### config.mk
export PLATFORM = sky130hd
export DESIGN_NAME = usb_common_regs
export DESIGN_NICKNAME = d
export VERILOG_FILES = /design/src/usb_common_pkg.sv /design/src/usb_common_regs.sv /design/src/irq_flag_bank.sv
export SDC_FILE = /design/constraint.sdc
export NUM_CORES = 1
export LEC_CHECK = 0
export BUFFER_PORTS_ARGS = -buffer_cell sky130_fd_sc_hd__buf_2
export CAP_MARGIN = 20
export CORE_MARGIN = 2
export CORE_UTILIZATION = 45
export CTS_BUF_LIST = sky130_fd_sc_hd__clkbuf_8
export DETAILED_ROUTE_END_ITERATION = 12
export HOLD_SLACK_MARGIN = 0.05
export PLACE_DENSITY_LB_ADDON = 0.1
export REMOVE_ABC_BUFFERS = 1
export SYNTH_ARGS = -nofsm -noshare
export SYNTH_HDL_FRONTEND = slang
export SYNTH_SLANG_ARGS = --single-unit
### constraint.sdc
create_clock -name clk -period 1.65 [get_ports clk]
set_clock_uncertainty 0.2 [all_clocks]
set_input_delay 0.0825 -clock clk [delete_from_list [all_inputs] [get_ports clk]]
set_output_delay 0.0825 -clock clk [all_outputs]
set_load 0.05 [all_outputs]
### src/usb_common_pkg.sv
// Package of offsets, field positions, reset values and timing for the USB common registers.
package usb_common_pkg;
  // Register offsets on the CPU byte port.
  localparam logic [3:0] OFS_POWER = 4'h0;
  localparam logic [3:0] OFS_ADDR = 4'h1;
  localparam logic [3:0] OFS_IN_FLAGS = 4'h2;
  localparam logic [3:0] OFS_OUT_FLAGS = 4'h3;
  localparam logic [3:0] OFS_IN_MASK = 4'h4;
  localparam logic [3:0] OFS_OUT_MASK = 4'h5;
  localparam logic [3:0] OFS_EVT_MASK = 4'h6;
  localparam logic [3:0] OFS_EVT_FLAGS = 4'h7;
  localparam logic [3:0] OFS_FRAME_HIGH = 4'h8;
  localparam logic [3:0] OFS_FRAME_LOW = 4'h9;
  // Power control field positions.
  localparam int PWR_SOFT_ATTACH = 6;
  localparam int PWR_FAST_REQ = 5;
  localparam int PWR_HS_ACTIVE = 4;
  localparam int PWR_BUS_RESET = 3;
  localparam int PWR_WAKE = 2;
  localparam int PWR_SLEEP = 1;
  localparam int PWR_SLEEP_EN = 0;
  localparam int ADDR_PENDING = 7;
  // Bus event flag positions.
  localparam int EVT_FRAME_START = 3;
  localparam int EVT_BUS_RESET = 2;
  localparam int EVT_WAKE = 1;
  localparam int EVT_SLEEP = 0;
  // Values after reset.
  localparam logic [7:0] RST_POWER = 8'h20;
  localparam logic [7:0] RST_IN_MASK = 8'h07;
  localparam logic [7:0] RST_OUT_MASK = 8'h06;
  localparam logic [7:0] RST_EVT_MASK = 8'h06;
  // Resume window that software must keep, in milliseconds, and in cycles of 4 ns.
  localparam int WAKE_MIN_MS = 10;
  localparam int WAKE_MAX_MS = 15;
  localparam int CLK_KHZ = 250000;
  localparam int WAKE_MIN_CYCLES = WAKE_MIN_MS * CLK_KHZ;
  localparam int WAKE_MAX_CYCLES = WAKE_MAX_MS * CLK_KHZ;
endpackage

### src/usb_common_regs.sv
// Common control and status registers of a USB 2.0 function controller.
// Function
// - Power bit 6 enables the data lines; cleared leaves them tri-stated.
// - Power bit 5 requests high-speed negotiation during a bus reset.
// - Power bit 4 reads one after successful high-speed negotiation.
// - Power bit 3 reads one while reset signalling is on the bus.
// - While power bit 2 is set, resume signalling is driven.
// - Power bit 1 flags suspend; cleared by event-flag read or resume set.
// - Power bit 0 lets the active-low suspend line assert in suspend.
// - Power bit 7 reads zero; power register resets to 20h.
// - Address write sets pending bit 7 until the address takes effect.
// - Bits 6:0 hold the bus address applied at end of transfer.
// - IN flags: endpoint 2 bit 2, endpoint 1 bit 1, control bit 0.
// - Reading the IN flag register returns flags then clears them.
// - OUT flags at bits 2 and 1 clear when read; bit 0 reserved.
// - IN enable register bits 2:0, reset 07h.
// - OUT enable register bits 2:1, reset 06h.
// - Bus event enables for frame start, reset, resume, suspend, reset 06h.
// - Bus event flags at bits 3:0 clear when the register is read.
// - Last received 11-bit frame number split high and low, reset zero.
// - Interrupt on enabled IN or OUT endpoint events and on enabled bus events.
`timescale 1ns/1ps
module usb_common_regs #(
  parameter int WAKE_MIN = usb_common_pkg::WAKE_MIN_CYCLES, // Shortest resume, cycles.
  parameter int WAKE_MAX = usb_common_pkg::WAKE_MAX_CYCLES // Longest resume, cycles.
) (
  input wire logic clk, // System clock, 250 MHz.
  input wire logic rst, // Synchronous reset, active high.
  input wire logic ce, // Clock enable; while low all state holds except the resume length counter, which still clears once resume drive is off.
  input wire logic [3:0] reg_addr, // CPU register offset.
  input wire logic reg_wr, // CPU write strobe.
  input wire logic reg_rd, // CPU read strobe.
  input wire logic [7:0] reg_wdata, // CPU write data.
  output logic [7:0] reg_rdata, // CPU read data, one cycle after the strobe.
  input wire logic bus_reset_seen, // Level: reset signalling on the bus.
  input wire logic hs_handshake_ok, // Pulse: high-speed chirp succeeded.
  input wire logic sleep_detect, // Pulse: bus idle long enough to suspend.
  input wire logic wake_detect, // Pulse: resume seen on the bus.
  input wire logic frame_start, // Pulse: start-of-frame token received.
  input wire logic [10:0] frame_count, // Frame number with frame_start.
  input wire logic transfer_end, // Pulse: current transfer finished.
  input wire logic [2:0] in_done, // Pulses: IN endpoint 2..0 events.
  input wire logic [2:1] out_done, // Pulses: OUT endpoint 2..1 events.
  output logic line_enable, // Data line drivers enabled.
  output logic fast_negotiate_request, // Try high speed at next bus reset.
  output logic wake_signal_drive, // Drive resume signalling.
  output logic sleep_line_n, // UTMI suspend output, active low.
  output logic [6:0] device_bus_address, // Address the device answers to.
  output logic cpu_irq // Interrupt request to the CPU.
);
  typedef struct packed {
    logic [7:0] rdata;
    logic line_en;
    logic fast_req;
    logic hs_active;
    logic bus_rst;
    logic wake;
    logic sleep;
    logic sleep_en;
    logic sleep_n;
    logic pending;
    logic [6:0] staged;
    logic [6:0] addr;
    logic [10:0] frame;
    logic [2:0] in_mask;
    logic [2:1] out_mask;
    logic [3:0] evt_mask;
    logic irq;
  } regs_s;
  regs_s st_q, st_d;

  logic wr_power, wr_addr, rd_in, rd_out, rd_evt;
  logic [2:0] in_flags;
  logic [2:0] out_flags;
  logic [3:0] evt_flags;
  logic [3:0] evt_set;
  logic [2:0] out_set;

  // Strobes are taken only while the clock enable is high.
  assign wr_power = ce && reg_wr && (reg_addr == usb_common_pkg::OFS_POWER);
  assign wr_addr = ce && reg_wr && (reg_addr == usb_common_pkg::OFS_ADDR);
  assign rd_in = ce && reg_rd && (reg_addr == usb_common_pkg::OFS_IN_FLAGS);
  assign rd_out = ce && reg_rd && (reg_addr == usb_common_pkg::OFS_OUT_FLAGS);
  assign rd_evt = ce && reg_rd && (reg_addr == usb_common_pkg::OFS_EVT_FLAGS);

  // Bus events; the reset flag fires on the rising edge of reset signalling.
  assign evt_set = {frame_start, bus_reset_seen & ~st_q.bus_rst, wake_detect, sleep_detect};
  assign out_set = {out_done, 1'b0};

  // Flag banks for IN, OUT and bus events; each read clears its own bank.
  irq_flag_bank #(.W(3)) u_in_flags (
    .clk(clk), .rst(rst), .ce(ce), .set(in_done), .clr(rd_in), .flags(in_flags)
  );
  irq_flag_bank #(.W(3)) u_out_flags (
    .clk(clk), .rst(rst), .ce(ce), .set(out_set), .clr(rd_out), .flags(out_flags)
  );
  irq_flag_bank #(.W(4)) u_evt_flags (
    .clk(clk), .rst(rst), .ce(ce), .set(evt_set), .clr(rd_evt), .flags(evt_flags)
  );

  // Next-state logic for control bits, address, frame number and read data.
  always_comb begin
    st_d = st_q;
    st_d.bus_rst = bus_reset_seen;
    // Speed result is dropped when a new bus reset starts, then set by the chirp.
    if (bus_reset_seen && !st_q.bus_rst) begin
      st_d.hs_active = 1'b0;
    end
    if (st_q.bus_rst && hs_handshake_ok && st_q.fast_req) begin
      st_d.hs_active = 1'b1;
    end
    if (wr_power) begin
      st_d.line_en = reg_wdata[usb_common_pkg::PWR_SOFT_ATTACH];
      st_d.fast_req = reg_wdata[usb_common_pkg::PWR_FAST_REQ];
      st_d.wake = reg_wdata[usb_common_pkg::PWR_WAKE];
      st_d.sleep_en = reg_wdata[usb_common_pkg::PWR_SLEEP_EN];
    end
    // Suspend state clears on event-flag read or resume request; entry wins.
    if (rd_evt || (wr_power && reg_wdata[usb_common_pkg::PWR_WAKE])) begin
      st_d.sleep = 1'b0;
    end
    if (sleep_detect) begin
      st_d.sleep = 1'b1;
    end
    st_d.sleep_n = ~(st_d.sleep & st_d.sleep_en);
    // New address waits in a staging register so the running transfer completes.
    if (transfer_end && st_q.pending) begin
      st_d.addr = st_q.staged;
      st_d.pending = 1'b0;
    end
    if (wr_addr) begin
      st_d.staged = reg_wdata[6:0];
      st_d.pending = 1'b1;
    end
    if (frame_start) begin
      st_d.frame = frame_count;
    end
    if (ce && reg_wr) begin
      unique case (reg_addr)
        usb_common_pkg::OFS_IN_MASK: st_d.in_mask = reg_wdata[2:0];
        usb_common_pkg::OFS_OUT_MASK: st_d.out_mask = reg_wdata[2:1];
        usb_common_pkg::OFS_EVT_MASK: st_d.evt_mask = reg_wdata[3:0];
        default: st_d.evt_mask = st_d.evt_mask;
      endcase
    end
    // Read data mux; reserved bits and unmapped offsets read zero.
    st_d.rdata = 8'h00;
    if (ce && reg_rd) begin
      unique case (reg_addr)
        usb_common_pkg::OFS_POWER: st_d.rdata = {1'b0, st_q.line_en, st_q.fast_req,
          st_q.hs_active, st_q.bus_rst, st_q.wake, st_q.sleep, st_q.sleep_en};
        usb_common_pkg::OFS_ADDR: st_d.rdata = {st_q.pending, st_q.staged};
        usb_common_pkg::OFS_IN_FLAGS: st_d.rdata = {5'h00, in_flags};
        usb_common_pkg::OFS_OUT_FLAGS: st_d.rdata = {5'h00, out_flags[2:1], 1'b0};
        usb_common_pkg::OFS_IN_MASK: st_d.rdata = {5'h00, st_q.in_mask};
        usb_common_pkg::OFS_OUT_MASK: st_d.rdata = {5'h00, st_q.out_mask, 1'b0};
        usb_common_pkg::OFS_EVT_MASK: st_d.rdata = {4'h0, st_q.evt_mask};
        usb_common_pkg::OFS_EVT_FLAGS: st_d.rdata = {4'h0, evt_flags};
        usb_common_pkg::OFS_FRAME_HIGH: st_d.rdata = {5'h00, st_q.frame[10:8]};
        usb_common_pkg::OFS_FRAME_LOW: st_d.rdata = st_q.frame[7:0];
        default: st_d.rdata = 8'h00;
      endcase
    end else begin
      st_d.rdata = st_q.rdata;
    end
    // The request follows the registered flags, so it drops a cycle after they clear, two cycles after a clearing read.
    st_d.irq = |(in_flags & st_q.in_mask) | |(out_flags[2:1] & st_q.out_mask)
      | |(evt_flags & st_q.evt_mask);
  end

  // Register the state copy; reset values come from the package.
  always_ff @(posedge clk) begin
    if (rst) begin
      st_q <= '0;
      st_q.fast_req <= usb_common_pkg::RST_POWER[usb_common_pkg::PWR_FAST_REQ];
      st_q.sleep_n <= 1'b1;
      st_q.in_mask <= usb_common_pkg::RST_IN_MASK[2:0];
      st_q.out_mask <= usb_common_pkg::RST_OUT_MASK[2:1];
      st_q.evt_mask <= usb_common_pkg::RST_EVT_MASK[3:0];
    end else if (ce) begin
      st_q <= st_d;
    end
  end

  // Every output comes straight from the state register.
  assign reg_rdata = st_q.rdata;
  assign line_enable = st_q.line_en;
  assign fast_negotiate_request = st_q.fast_req;
  assign wake_signal_drive = st_q.wake;
  assign sleep_line_n = st_q.sleep_n;
  assign device_bus_address = st_q.addr;
  assign cpu_irq = st_q.irq;

  // Resume length counter, read only by the cover below; it saturates to stay small.
  logic [31:0] wake_len_q;
  always_ff @(posedge clk) begin
    if (rst || !st_q.wake) begin
      wake_len_q <= '0;
    end else if (ce && (wake_len_q < 32'(WAKE_MAX))) begin
      wake_len_q <= wake_len_q + 32'd1;
    end
  end

  a_soft_attach_write: assert property (@(posedge clk) disable iff (rst)
    wr_power |=> (line_enable == $past(reg_wdata[6])))
    else $error("soft attach does not follow the write");
  a_hs_needs_request: assert property (@(posedge clk) disable iff (rst)
    $rose(st_q.hs_active) |-> $past(st_q.fast_req) && $past(st_q.bus_rst))
    else $error("high speed without request during reset");
  a_bus_reset_track: assert property (@(posedge clk) disable iff (rst)
    ce |=> (st_q.bus_rst == $past(bus_reset_seen)))
    else $error("bus reset bit does not track the bus");
  a_wake_drive_hold: assert property (@(posedge clk) disable iff (rst)
    wake_signal_drive && !wr_power |=> wake_signal_drive)
    else $error("resume drive stopped without a write");
  a_sleep_flag_clear: assert property (@(posedge clk) disable iff (rst)
    rd_evt && !sleep_detect |=> !st_q.sleep)
    else $error("suspend flag not cleared by read");
  a_sleep_line_gate: assert property (@(posedge clk) disable iff (rst)
    !st_q.sleep_en |-> sleep_line_n)
    else $error("suspend line asserted while gated");
  a_power_bit7_zero: assert property (@(posedge clk) disable iff (rst)
    ce && reg_rd && (reg_addr == usb_common_pkg::OFS_POWER) |=> !reg_rdata[7])
    else $error("power bit 7 reads one");
  a_addr_pending_set: assert property (@(posedge clk) disable iff (rst)
    wr_addr |=> st_q.pending ##0 (st_q.staged == $past(reg_wdata[6:0])))
    else $error("address write did not set pending");
  a_addr_apply_end: assert property (@(posedge clk) disable iff (rst)
    ce && transfer_end && st_q.pending && !wr_addr |=>
      (device_bus_address == $past(st_q.staged)) && !st_q.pending)
    else $error("address not applied at end of transfer");
  a_addr_hold_idle: assert property (@(posedge clk) disable iff (rst)
    !(ce && transfer_end) |=> $stable(device_bus_address))
    else $error("address changed outside a transfer end");
  a_frame_capture: assert property (@(posedge clk) disable iff (rst)
    ce && frame_start |=> (st_q.frame == $past(frame_count)))
    else $error("frame number not captured");
  a_irq_enabled_flag: assert property (@(posedge clk) disable iff (rst)
    ce && ((in_flags & st_q.in_mask) != 3'h0) |=> cpu_irq)
    else $error("enabled IN flag raised no interrupt");


  // The checks below watch each software-visible field against the strobe that owns it.
  // They are written against registered state so a glitch on a strobe cannot satisfy them.

  // High-speed request follows the power write.
  a_fast_req_write: assert property (@(posedge clk) disable iff (rst)
    wr_power |=> (fast_negotiate_request == $past(reg_wdata[5])))
    else $error("high speed request does not follow the write");

  // Soft attach moves only on a power write.
  a_line_en_hold: assert property (@(posedge clk) disable iff (rst)
    !wr_power |=> $stable(line_enable))
    else $error("soft attach changed without a write");

  // A new bus reset drops the previous speed result.
  a_hs_cleared_reset: assert property (@(posedge clk) disable iff (rst)
    ce && bus_reset_seen && !st_q.bus_rst |=> !st_q.hs_active)
    else $error("speed result kept across a new bus reset");

  // Resume drive follows the power write.
  a_wake_write: assert property (@(posedge clk) disable iff (rst)
    wr_power |=> (wake_signal_drive == $past(reg_wdata[2])))
    else $error("resume drive does not follow the write");

  // Suspend entry sets the flag, even against a clearing read.
  a_sleep_entry: assert property (@(posedge clk) disable iff (rst)
    ce && sleep_detect |=> st_q.sleep)
    else $error("suspend entry not flagged");

  // Setting the resume bit clears the suspend flag.
  a_sleep_wake_clear: assert property (@(posedge clk) disable iff (rst)
    wr_power && reg_wdata[2] && !sleep_detect |=> !st_q.sleep)
    else $error("suspend flag not cleared by resume request");

  // With the gate open, suspend drives the line low.
  a_sleep_line_low: assert property (@(posedge clk) disable iff (rst)
    st_q.sleep && st_q.sleep_en |-> !sleep_line_n)
    else $error("suspend line not asserted in suspend");

  // IN flag read returns the flags as they stood before the clear.
  a_in_read_data: assert property (@(posedge clk) disable iff (rst)
    rd_in |=> (reg_rdata == {5'h00, $past(in_flags)}))
    else $error("IN flag read returned wrong data");

  // OUT flag read keeps reserved bits at zero.
  a_out_read_data: assert property (@(posedge clk) disable iff (rst)
    rd_out |=> (reg_rdata[7:3] == 5'h00) && !reg_rdata[0])
    else $error("OUT flag read shows reserved bits");

  // Bus event read returns the flags as they stood before the clear.
  a_evt_read_data: assert property (@(posedge clk) disable iff (rst)
    rd_evt |=> (reg_rdata == {4'h0, $past(evt_flags)}))
    else $error("bus event read returned wrong data");

  // IN enable register takes the written bits.
  a_in_mask_write: assert property (@(posedge clk) disable iff (rst)
    ce && reg_wr && (reg_addr == usb_common_pkg::OFS_IN_MASK) |=>
      (st_q.in_mask == $past(reg_wdata[2:0])))
    else $error("IN enable write lost");

  // OUT enable register takes the written bits.
  a_out_mask_write: assert property (@(posedge clk) disable iff (rst)
    ce && reg_wr && (reg_addr == usb_common_pkg::OFS_OUT_MASK) |=>
      (st_q.out_mask == $past(reg_wdata[2:1])))
    else $error("OUT enable write lost");

  // Bus event enable register takes the written bits.
  a_evt_mask_write: assert property (@(posedge clk) disable iff (rst)
    ce && reg_wr && (reg_addr == usb_common_pkg::OFS_EVT_MASK) |=>
      (st_q.evt_mask == $past(reg_wdata[3:0])))
    else $error("bus event enable write lost");

  // Frame number moves only with a start of frame.
  a_frame_hold: assert property (@(posedge clk) disable iff (rst)
    !(ce && frame_start) |=> $stable(st_q.frame))
    else $error("frame number changed without a frame start");

  // No enabled pending flag means the request drops.
  a_irq_drop: assert property (@(posedge clk) disable iff (rst)
    ce && ((in_flags & st_q.in_mask) == 3'h0) && ((out_flags[2:1] & st_q.out_mask) == 2'h0)
      && ((evt_flags & st_q.evt_mask) == 4'h0) |=> !cpu_irq)
    else $error("interrupt held with nothing enabled pending");

  c_irq_raised: cover property (@(posedge clk) disable iff (rst) $rose(cpu_irq));
  c_hs_negotiated: cover property (@(posedge clk) disable iff (rst) $rose(st_q.hs_active));
  c_addr_applied: cover property (@(posedge clk) disable iff (rst)
    st_q.pending ##1 !st_q.pending);
  c_sleep_line: cover property (@(posedge clk) disable iff (rst) $fell(sleep_line_n));
  c_wake_window: cover property (@(posedge clk) disable iff (rst)
    (wake_len_q >= 32'(WAKE_MIN)) ##1 !wake_signal_drive);
endmodule // usb_common_regs

### src/irq_flag_bank.sv
// Sticky interrupt flags that hardware sets and a register read clears.
`timescale 1ns/1ps
module irq_flag_bank #(
  parameter int W = 3
) (
  input wire logic clk, // System clock.
  input wire logic rst, // Synchronous reset, active high.
  input wire logic ce, // Clock enable; state holds while low.
  input wire logic [W-1:0] set, // One-cycle event pulses.
  input wire logic clr, // Read strobe of the flag register.
  output logic [W-1:0] flags // Current pending flags.
);
  typedef struct packed {
    logic [W-1:0] flags;
  } bank_s;
  bank_s st_q, st_d;

  // Each flag is set by its event and cleared by a read; the set wins.
  generate
    for (genvar i = 0; i < W; i++) begin : g_flag
      always_comb begin
        st_d.flags[i] = set[i] | (st_q.flags[i] & ~clr);
      end
    end
  endgenerate

  // Register the state copy.
  always_ff @(posedge clk) begin
    if (rst) begin
      st_q <= '0;
    end else if (ce) begin
      st_q <= st_d;
    end
  end

  assign flags = st_q.flags;

  a_set_wins: assert property (@(posedge clk) disable iff (rst)
    ce && (set != '0) |=> ((flags & $past(set)) == $past(set)))
    else $error("event lost against read clear");
  a_read_clears: assert property (@(posedge clk) disable iff (rst)
    ce && clr && (set == '0) |=> (flags == '0))
    else $error("flags survive a read");
endmodule // irq_flag_bank

== Word level (Yosys, flattened, before mapping) ==
Cells that the tools add are included.
W data, S select, Z words.
Storage, ports and cells
  flip-flop bits (word level): 62
  input bits: 39
  output and inout bits: 20
  word-level logic and storage cells: 98
Operators by class
  eq/ne operators: 9
  mux-type cells: 8
  bitwise operators: 31
  reduce and logical (&&, ||, !) cells: 30
Operators with widths (count)
  $pmux W8 S10: 1
  $eq A4 B3 Y1 const B: 4
  $reduce_and A2 Y1: 7
  $and A1 B1 Y1: 12
  $logic_and A1 B1 Y1: 12
  $or A1 B1 Y1: 11
  $reduce_and A3 Y1: 3
  $eq A4 B2 Y1 const B: 2
  $eq A4 B4 Y1 const B: 2
  $mux W8: 1
  $mux W1: 6
  $not A1 Y1: 5
  $and A4 B4 Y4: 1
  $eq A4 B1 Y1 const B: 1
  $logic_not A4 Y1: 1
  $reduce_bool A2 Y1: 2
  $reduce_or A4 Y1: 1
  $and A3 B3 Y3: 1
  $reduce_or A3 Y1: 1
  $and A2 B2 Y2: 1
  $reduce_or A2 Y1: 1
  $logic_not A1 Y1: 1
  $logic_or A1 B1 Y1: 1

== Logic depth before layout (Yosys ltp) ==
Gate-level depths: netlist (run 1).
  depth after elaboration: 8
  depth in mapped cells: 7
  mapped depth without buffers: 4

== By module ==
Synthesis (run 1) repeated with hierarchy kept, for this count alone.
Second synthesis, totals
  cells, all modules: 340
  area total of the unflattened synthesis: 3002.9 um^2
Modules (own cells, without submodules)
  usb_common_regs: instances 1, cells each 299, area an instance 2610.0 um^2, seq. area each 1041.0 um^2
  irq_flag_bank (u_in_flags ...): instances 2, cells each 12, area an instance 116.4 um^2, seq. area each 60.1 um^2
  irq_flag_bank (u_evt_flags): instances 1, cells each 17, area an instance 160.2 um^2, seq. area each 80.1 um^2

== Worst setup path after synthesis (run 1) ==
No wires, ideal clock.
  kind: register to register
  start: reg st_q, in the netlist wake_signal_drive
  end: reg st_q, in the netlist reg_rdata[2]
  setup time: 0.134 ns
  data arrival time: 1.380 ns
  data required time: 1.316 ns
  slack: -0.065 ns
  stages on the path, launching flop included: 5
  buffers on the path: 0
  period minus slack after synthesis: 1.715 ns
  cell sequence: dfxtp_1 mux4_2 nor3b_1 a211oi_1 a211oi_1
On the way
  longest elaborated chain between the ends: 1
RTL lines
  from (decl): RTL line usb_common_regs.sv:70  | regs_s st_q, st_d;
  from (signal assigned): RTL line usb_common_regs.sv:181  | st_q <= st_d;
  $pmux W8 S10: RTL line usb_common_regs.sv:149  | unique case (reg_addr)
Every way passes these cells.
A chain may end at the register's enable or synchronous reset.

== Final worst setup path (run 1) ==
  start: in reg_rd
  end: reg st_q, in the netlist sleep_line_n
On the way
  longest elaborated chain between the ends: 7
RTL lines
  from (decl): RTL line usb_common_regs.sv:32  | input wire logic reg_rd,
  $logic_and A1 B1 Y1 (2 in series): RTL line usb_common_regs.sv:84  | assign rd_evt = ce && reg_rd && (reg_addr == usb_common_pkg::OFS_EVT_FLAGS);
  $logic_or A1 B1 Y1: RTL line usb_common_regs.sv:119  | if (rd_evt || (wr_power && reg_wdata[usb_common_pkg::PWR_WAKE])) begin
  $mux W1: RTL line usb_common_regs.sv:119
  $mux W1: RTL line usb_common_regs.sv:122  | if (sleep_detect) begin
  $and A1 B1 Y1: RTL line usb_common_regs.sv:125  | st_d.sleep_n = ~(st_d.sleep & st_d.sleep_en);
  $not A1 Y1: RTL line usb_common_regs.sv:125
Every way passes these cells.

==> run_results.csv, run 1 <==
group,metric,value,unit
critical_path,reg2reg_from,"st_q[3]",
finish,area_growth,27.2,%
placement,placed_area,3140,um2
grt,antenna_found_initial,0,
routing,post_drt_via_cell_ratio,5.31,
finish,nNetsFinal,453,
sta,fin_crit_sh,95.4,%
sta,finalMaxSlewViolations,0,
finish,drive_gt1_share,23.9,%
critical_path,crit_end,"sleep_line_n",
clock_network,cts_buffers,9,
grt,grt_usage,22.2,%
finish,fin_area,3620,um2
yosys,ys_types,43,
yosys,ys_ff_latch,61,
critical_path,crit_path_start_kind,"input pin",
clock_network,clkLatencyLatePin,340,ps
floorplan,io_pins,59,
clock_network,clock_sinks,61,
pwr,leakage,0.00152,uW
routing,drt-total-wl,7.55,mm
floorplan,rows,28,
critical_path,crit_path_start,"reg_rd",
pwr,peakVddDrop,0.519,mV
grt,grt_pass1_vias,2585,
critical_path,cp.arrival,1600,ps
routing,ant_nets,0,
placement,gp_congestion,0.880,
sta,slew_headroom,65.2,%
grt,overflow,0,
routing,drt_pre_antenna_iters,4,
routing,vias,2617,
routing,routedWlPerCell,15.3,um
clock_network,cts-resized-gates,0,
grt,grt_first_pass_wirelength,12.4,mm
sta,hold_ws,78.1,ps
yosys,yosysWarnings,0,
critical_path,path_max_fanout,5,
yosys,synthArstFlopShare,0,%
clock_network,postCtsHoldBufs,32,
clock_network,post_cts_buffers,0,
sta,rsz0062_at_grt,"no",
floorplan,dieArea,6970,um2
yosys,synth_edf_count,0,
pwr,pwr_density_cell,836,nW/um2
run,drv_cap,0,
finish,n_antenna_cell,0,
clock_network,htree_levels,3,
sta,fin_crit,1570,ps
worst_hold_path,hold_class,"in -> reg",
critical_path,crit_path_end_kind,"flop",
critical_path,worstRegToRegCells,4,
clock_network,clk_pin_slew,60,ps
run_status,status,"completed",
routing,drcViolationCount,0,
critical_path,worstPathRequired,1680,ps
placement,dp_hpwl,5.32,mm
yosys,ys_seq_area_share,42.9,%
floorplan,coreArea,6030,um2
sta,worst_slew_pin_slew,523,ps
yosys,synth_cells,331,
grt,grt_max_degree,32,
floorplan,initial_core_util,47.2,%
critical_path,ff2ff_setup_slack,90,ps
clock_network,tritoncts,"yes",
yosys,syn_area,2850,um2
clock_network,clockBufferDepth,2,
floorplan,die-height,83.5,um
sta,fmax,0.635,GHz
yosys,ys.flop_type,"dfxtp_1",
floorplan,die_w,83.5,um
critical_path,worst_r2r_endpoint,"reg_rdata[2]",
yosys,avgSynthCellArea,8.60,um2
sta,setup_viol_count_final,0,
critical_path,path_class,"in -> reg",
sta,hold_viol_final,0,
clock_network,root_buffer,"clkbuf_8",
placement,numPortBuffers,57,
routing,drt_iter0_markers,111,
[report_power, final]
| part | leakage, uW | switching, uW | internal (uW) |
|---|---|---|---|
| logic | 0.000933 | 200 | 184 |
| registers | 0.000496 | 30.4 | 1510 |
| clock network | 0.0000957 | 543 | 555 |
| total | 0.00152 | 773 | 2250 |
[flip-flops by register name (all words and copies together), names as in the netlist]
register and cells:
reg_rdata 8, device_bus_address 7, wake_signal_drive 1, st_q 32, fast_negotiate_request 1, u_in_flags.flags 3, u_out_flags.flags 2, line_enable 1
sleep_line_n 1, u_evt_flags.flags 4, cpu_irq 1
[critical path, stage by stage]
cell	delay [ps]
dlygate4sd3_1	530
buf_2	140
and4b_1	210
nand3_1	220
nand3_1	150
a211o_1	270
[cells in the final DEF (no fill, tap or decap), types with 5 or more instances in the layout]
cell type,count
inv_1,8
nor2b_1,5
nand2b_1,5
dfxtp_1,61
o21ai_0,5
mux2i_1,17
buf_2,57
clkbuf_8,10
a211o_1,7
mux2_2,5
buf_4,20
a22oi_1,10
dlygate4sd3_1,32
nor2_1,26
nand2_1,49
nand3b_1,5
a21oi_1,35
nand3_1,15
[worst min-delay path by stage]
stage                         startpoint                   end  cells past startpoint
after CTS                             ce  u_evt_flags.flags[0]                      4
final                                 ce  u_evt_flags.flags[0]                      4
after detailed placement  frame_count[0]              st_q[10]                      3
after floorplan                      rst           line_enable                      1
after global placement    frame_count[2]              st_q[12]                      3
after global routing                  ce              st_q[38]                      4
[final cells by class]
class / count / area (um2)
clock buffers: 10 / 138
repair buffers: 109 / 756
clock inverters: 5 / 21.3
multi-input cells: 228 / 1370
fillers: 576 / 2410
flip-flops and latches: 61 / 1220
well taps: 75 / 93.8
inverters: 5 / 18.8
[cells by family after synthesis]
family          count (synthesis)  share of synthesized area (%)
mux                            23                           8.75
simple gates                  125                           21.0
flops                          61                           42.9
buf+inv                        42                           8.88
compound gates                 80                           18.5
[through the flow]
stage,total power [uW],cells,utilization [%],setup WS (ps),TNS [ps]
after floorplan,1710,294,-,-55.2,-55.2
after global placement,1890,446,52.1,71.9,0
after detailed placement,1900,446,52.1,78.5,0
after CTS,3060,493,60.1,89.8,0
after global routing,3170,493,60.1,15.0,0
final,3030,493,60.1,75.3,0
[synthesized netlist by cell type (3+ instances only)]
cell type / instances / area, um2
mux2i_1: 17 / 170
nand3b_1: 5 / 37.5
nand2b_1: 5 / 31.3
mux2_2: 5 / 56.3
buf_2: 7 / 35.0
a31oi_1: 4 / 25.0
buf_6: 3 / 33.8
a21oi_1: 35 / 175
nor2b_1: 5 / 31.3
buf_4: 17 / 128
a22o_1: 4 / 35.0
a22oi_1: 10 / 75.1
clkbuf_1: 9 / 33.8
nor2_1: 26 / 97.6
o21ai_0: 5 / 25.0
a211o_1: 7 / 61.3
a211oi_1: 4 / 30.0
and3_1: 3 / 18.8
nand2_1: 49 / 184
inv_1: 5 / 18.8
nand3_1: 15 / 75.1
nor3_1: 4 / 20.0
dfxtp_1: 61 / 1220
[metal layers]
layer  vias up  GRT usage, %  routed length [um]  part of all wire [%]
li1       1327             -                   -                     -
met1      1206          29.1                3580                    47
met2        69          35.1                3470                    46
met3        15          4.95                 314                   4.2
met4         0          9.82                 191                   2.5
met5         -             0                   0                     0
No activity file was read; power rests on OpenSTA's default activity.
==> run 2, diff against run 1 <==
--- a/config.mk
+++ b/config.mk
@@ -8,7 +8,7 @@
 export BUFFER_PORTS_ARGS = -buffer_cell sky130_fd_sc_hd__buf_2
 export CAP_MARGIN = 20
 export CORE_MARGIN = 2
-export CORE_UTILIZATION = 45
+export CORE_UTILIZATION = 40
 export CTS_BUF_LIST = sky130_fd_sc_hd__clkbuf_8
 export DETAILED_ROUTE_END_ITERATION = 12
 export HOLD_SLACK_MARGIN = 0.05
==> constraint.sdc (replaced) <==
create_clock -name clk -period 1.4 [get_ports clk]
set_clock_uncertainty 0.2 [all_clocks]
set_input_delay 0.07 -clock clk [delete_from_list [all_inputs] [get_ports clk]]
set_output_delay 0.07 -clock clk [all_outputs]
set_load 0.05 [all_outputs]
==> run 2 against run 1 <==
  * First-iteration DRC count increased by 32%
  * Sequential cell count stayed put
  * Largest power group is now clock
  * Via count rose by 5.9%
  * Critical path depth is 2 lower
  * The run now ends with negative hold slack, negative setup slack left
  * Critical endpoint is now reg_rdata[2]
  * Wire length rose by 9.4%
  * Cell count rose by 11%
  * Sequential share of layout area decreased by 3.2 points
  * Core utilization down 1.3 points
  * Design area rose by 11%
==> run_results.csv, run 2 (synthesis gave the netlist of run 1 again) <==
group,metric,value,unit
run_status,status,"complete, but fails checks",
run_status,violations,"negative hold slack, negative setup slack",
floorplan,die-height,88.3,um
critical_path,crit_path_end_kind,"flop",
grt,globalRouteMet3Util,4.85,%
grt,grt_max_degree,35,
sta,slew_headroom,72.4,%
routing,routedWlPerCell,15.1,um
floorplan,die_w,88.3,um
sta,fin_crit,1500,ps
grt,global_route.usage.met2,35.9,%
floorplan,dieArea,7800,um2
pwr,pwr_density_cell,1060,nW/um2
finish,area_growth,41.0,%
finish,nFillCells,652,
sta,finalMaxSlewViolations,0,
floorplan,rows,30,
routing,drt_pre_antenna_iters,4,
critical_path,path_max_fanout,2,
critical_path,cp.arrival,1530,ps
pwr,peakVddDrop,0.635,mV
sta,hold_viol_final,2,
routing,vias,2771,
critical_path,path_class,"reg -> reg",
grt,grt_pass1_vias,2657,
run,drv_cap,0,
floorplan,coreArea,6830,um2
routing,ant_nets,0,
sta,timing.final.ws_setup,-95.5,ps
pwr,leakage,0.00172,uW
placement,numPortBuffers,57,
grt,grt_util_met1,28.2,%
routing,drt_iter0_markers,147,
floorplan,initial_core_util,41.6,%
routing,post_drt_via_cell_ratio,5.07,
finish,nNetsFinal,485,
clock_network,cts_buffers,9,
sta,rsz0062_at_grt,"yes",
clock_network,tritoncts,"yes",
grt,busiest_layer,"met2",
placement,gp_congestion,0.838,
clock_network,root_buffer,"clkbuf_8",
sta,fmax,0.669,GHz
placement,dp_hpwl,5.77,mm
sta,worst_slew_pin_slew,414,ps
finish,layout_common_cells,"dfxtp_1 (58), buf_2 (57), nand2_1 (48), buf_4 (48)",
grt,overflow,0,
routing,drt-total-wl,8.26,mm
critical_path,path_buf_inv,0,
sta,hold_ws,-182,ps
clock_network,clockBufferDepth,2,
pwr,p_total,4260,uW
critical_path,cp_slowest_cell,"mux4_2",
finish,drive_gt1_share,30.8,%
finish,largest-register,"st_q",
finish,layout_commonest_cell,"dfxtp_1",
finish,largest_reg_flops,32,
clock_network,postCtsHoldBufs,35,
grt,grt_usage,22.0,%
critical_path,critPathMostFrequentCell,"a211oi_1",
routing,drcViolationCount,0,
critical_path,slowest_delay,450,ps
worst_hold_path,hold_class,"in -> reg",
floorplan,io_pins,59,
finish,n_antenna_cell,0,
clock_network,clkLatencyLatePin,350,ps
clock_network,clock_sinks,61,
sta,setup_viol_count_final,3,
grt,grt_first_pass_wirelength,12.9,mm
clock_network,htree_levels,3,
sta,fin_crit_sh,107,%
clock_network,clk_pin_slew,70,ps
critical_path,path_delay_family,"multiplexers",
critical_path,worstPathRequired,1430,ps
finish,final_util,58.7,%
critical_path,crit_chain,"mux4_2 > nor3b_1 > a211oi_1 > a211oi_1",
critical_path,crit_path_start_kind,"flop",
grt,antenna_found_initial,0,
-- run 2: cell count changes in the layout (fill, tap and decap cells not counted), sizes merged --
cell	delta
buf	+29
bufinv	+3
clkinv	-1
dlygate4sd3	+3
inv	-1
-- run 2: what timing repair did --
item                                    CTS  global route
hold endpoints to repair                 59            25
endpoints found under the setup margin    3             6
resized for setup                         5             5
pin swaps                                 3             2
buffers inserted                          0             1
-- run 2: report_power, final --
group | switching (uW) | total, uW | internal [uW]
Clock | 699 | 1910 | 1220
Sequential | 33.9 | 1820 | 1780
Combinational | 258 | 525 | 267
-- run 2: final timing paths --
check                                  start                    to  slack [ps]  cells after the start
worst max-delay path                 st_q[3]          reg_rdata[2]        -100                      4
worst min-delay path                     rst  u_evt_flags.flags[3]        -180                      2
worst max register to register       st_q[3]          reg_rdata[2]        -100                      4
worst min register to register  reg_rdata[5]          reg_rdata[5]         250                      2
-- run 2: area by class of cell --
class | count | area, um2 | area share (%)
Clock buffer | 10 | 138 | 3.43
Clock inverter | 6 | 103 | 2.56
Inverter | 5 | 18.8 | 0.468
Multi-Input combinational cell | 228 | 1390 | 34.7
Sequential cell | 61 | 1220 | 30.5
Tap cell | 96 | 120 | 2.99
Timing Repair Buffer | 141 | 1020 | 25.3
-- run 2: metal layers --
metal	share of wire, %	vias to the layer above
met5	0	-
met4	2.3	0
met3	4.5	18
met2	46	78
met1	47	1284
li1	-	1391
-- run 2: stage by stage --
| stage | hold WS (ps) | area, um2 | TNS (ps) | setup WS (ps) | cells |
|---|---|---|---|---|---|
| after floorplan | -60.9 | 2610 | -305 | -305 | 294 |
| final | -182 | 4010 | -104 | -95.5 | 547 |
| after global placement | 112 | 3390 | -1840 | -169 | 495 |
| after global routing | -170 | 4010 | -227 | -153 | 547 |
| after detailed placement | 118 | 3390 | -1920 | -163 | 495 |
| after CTS | -198 | 3990 | -108 | -108 | 546 |
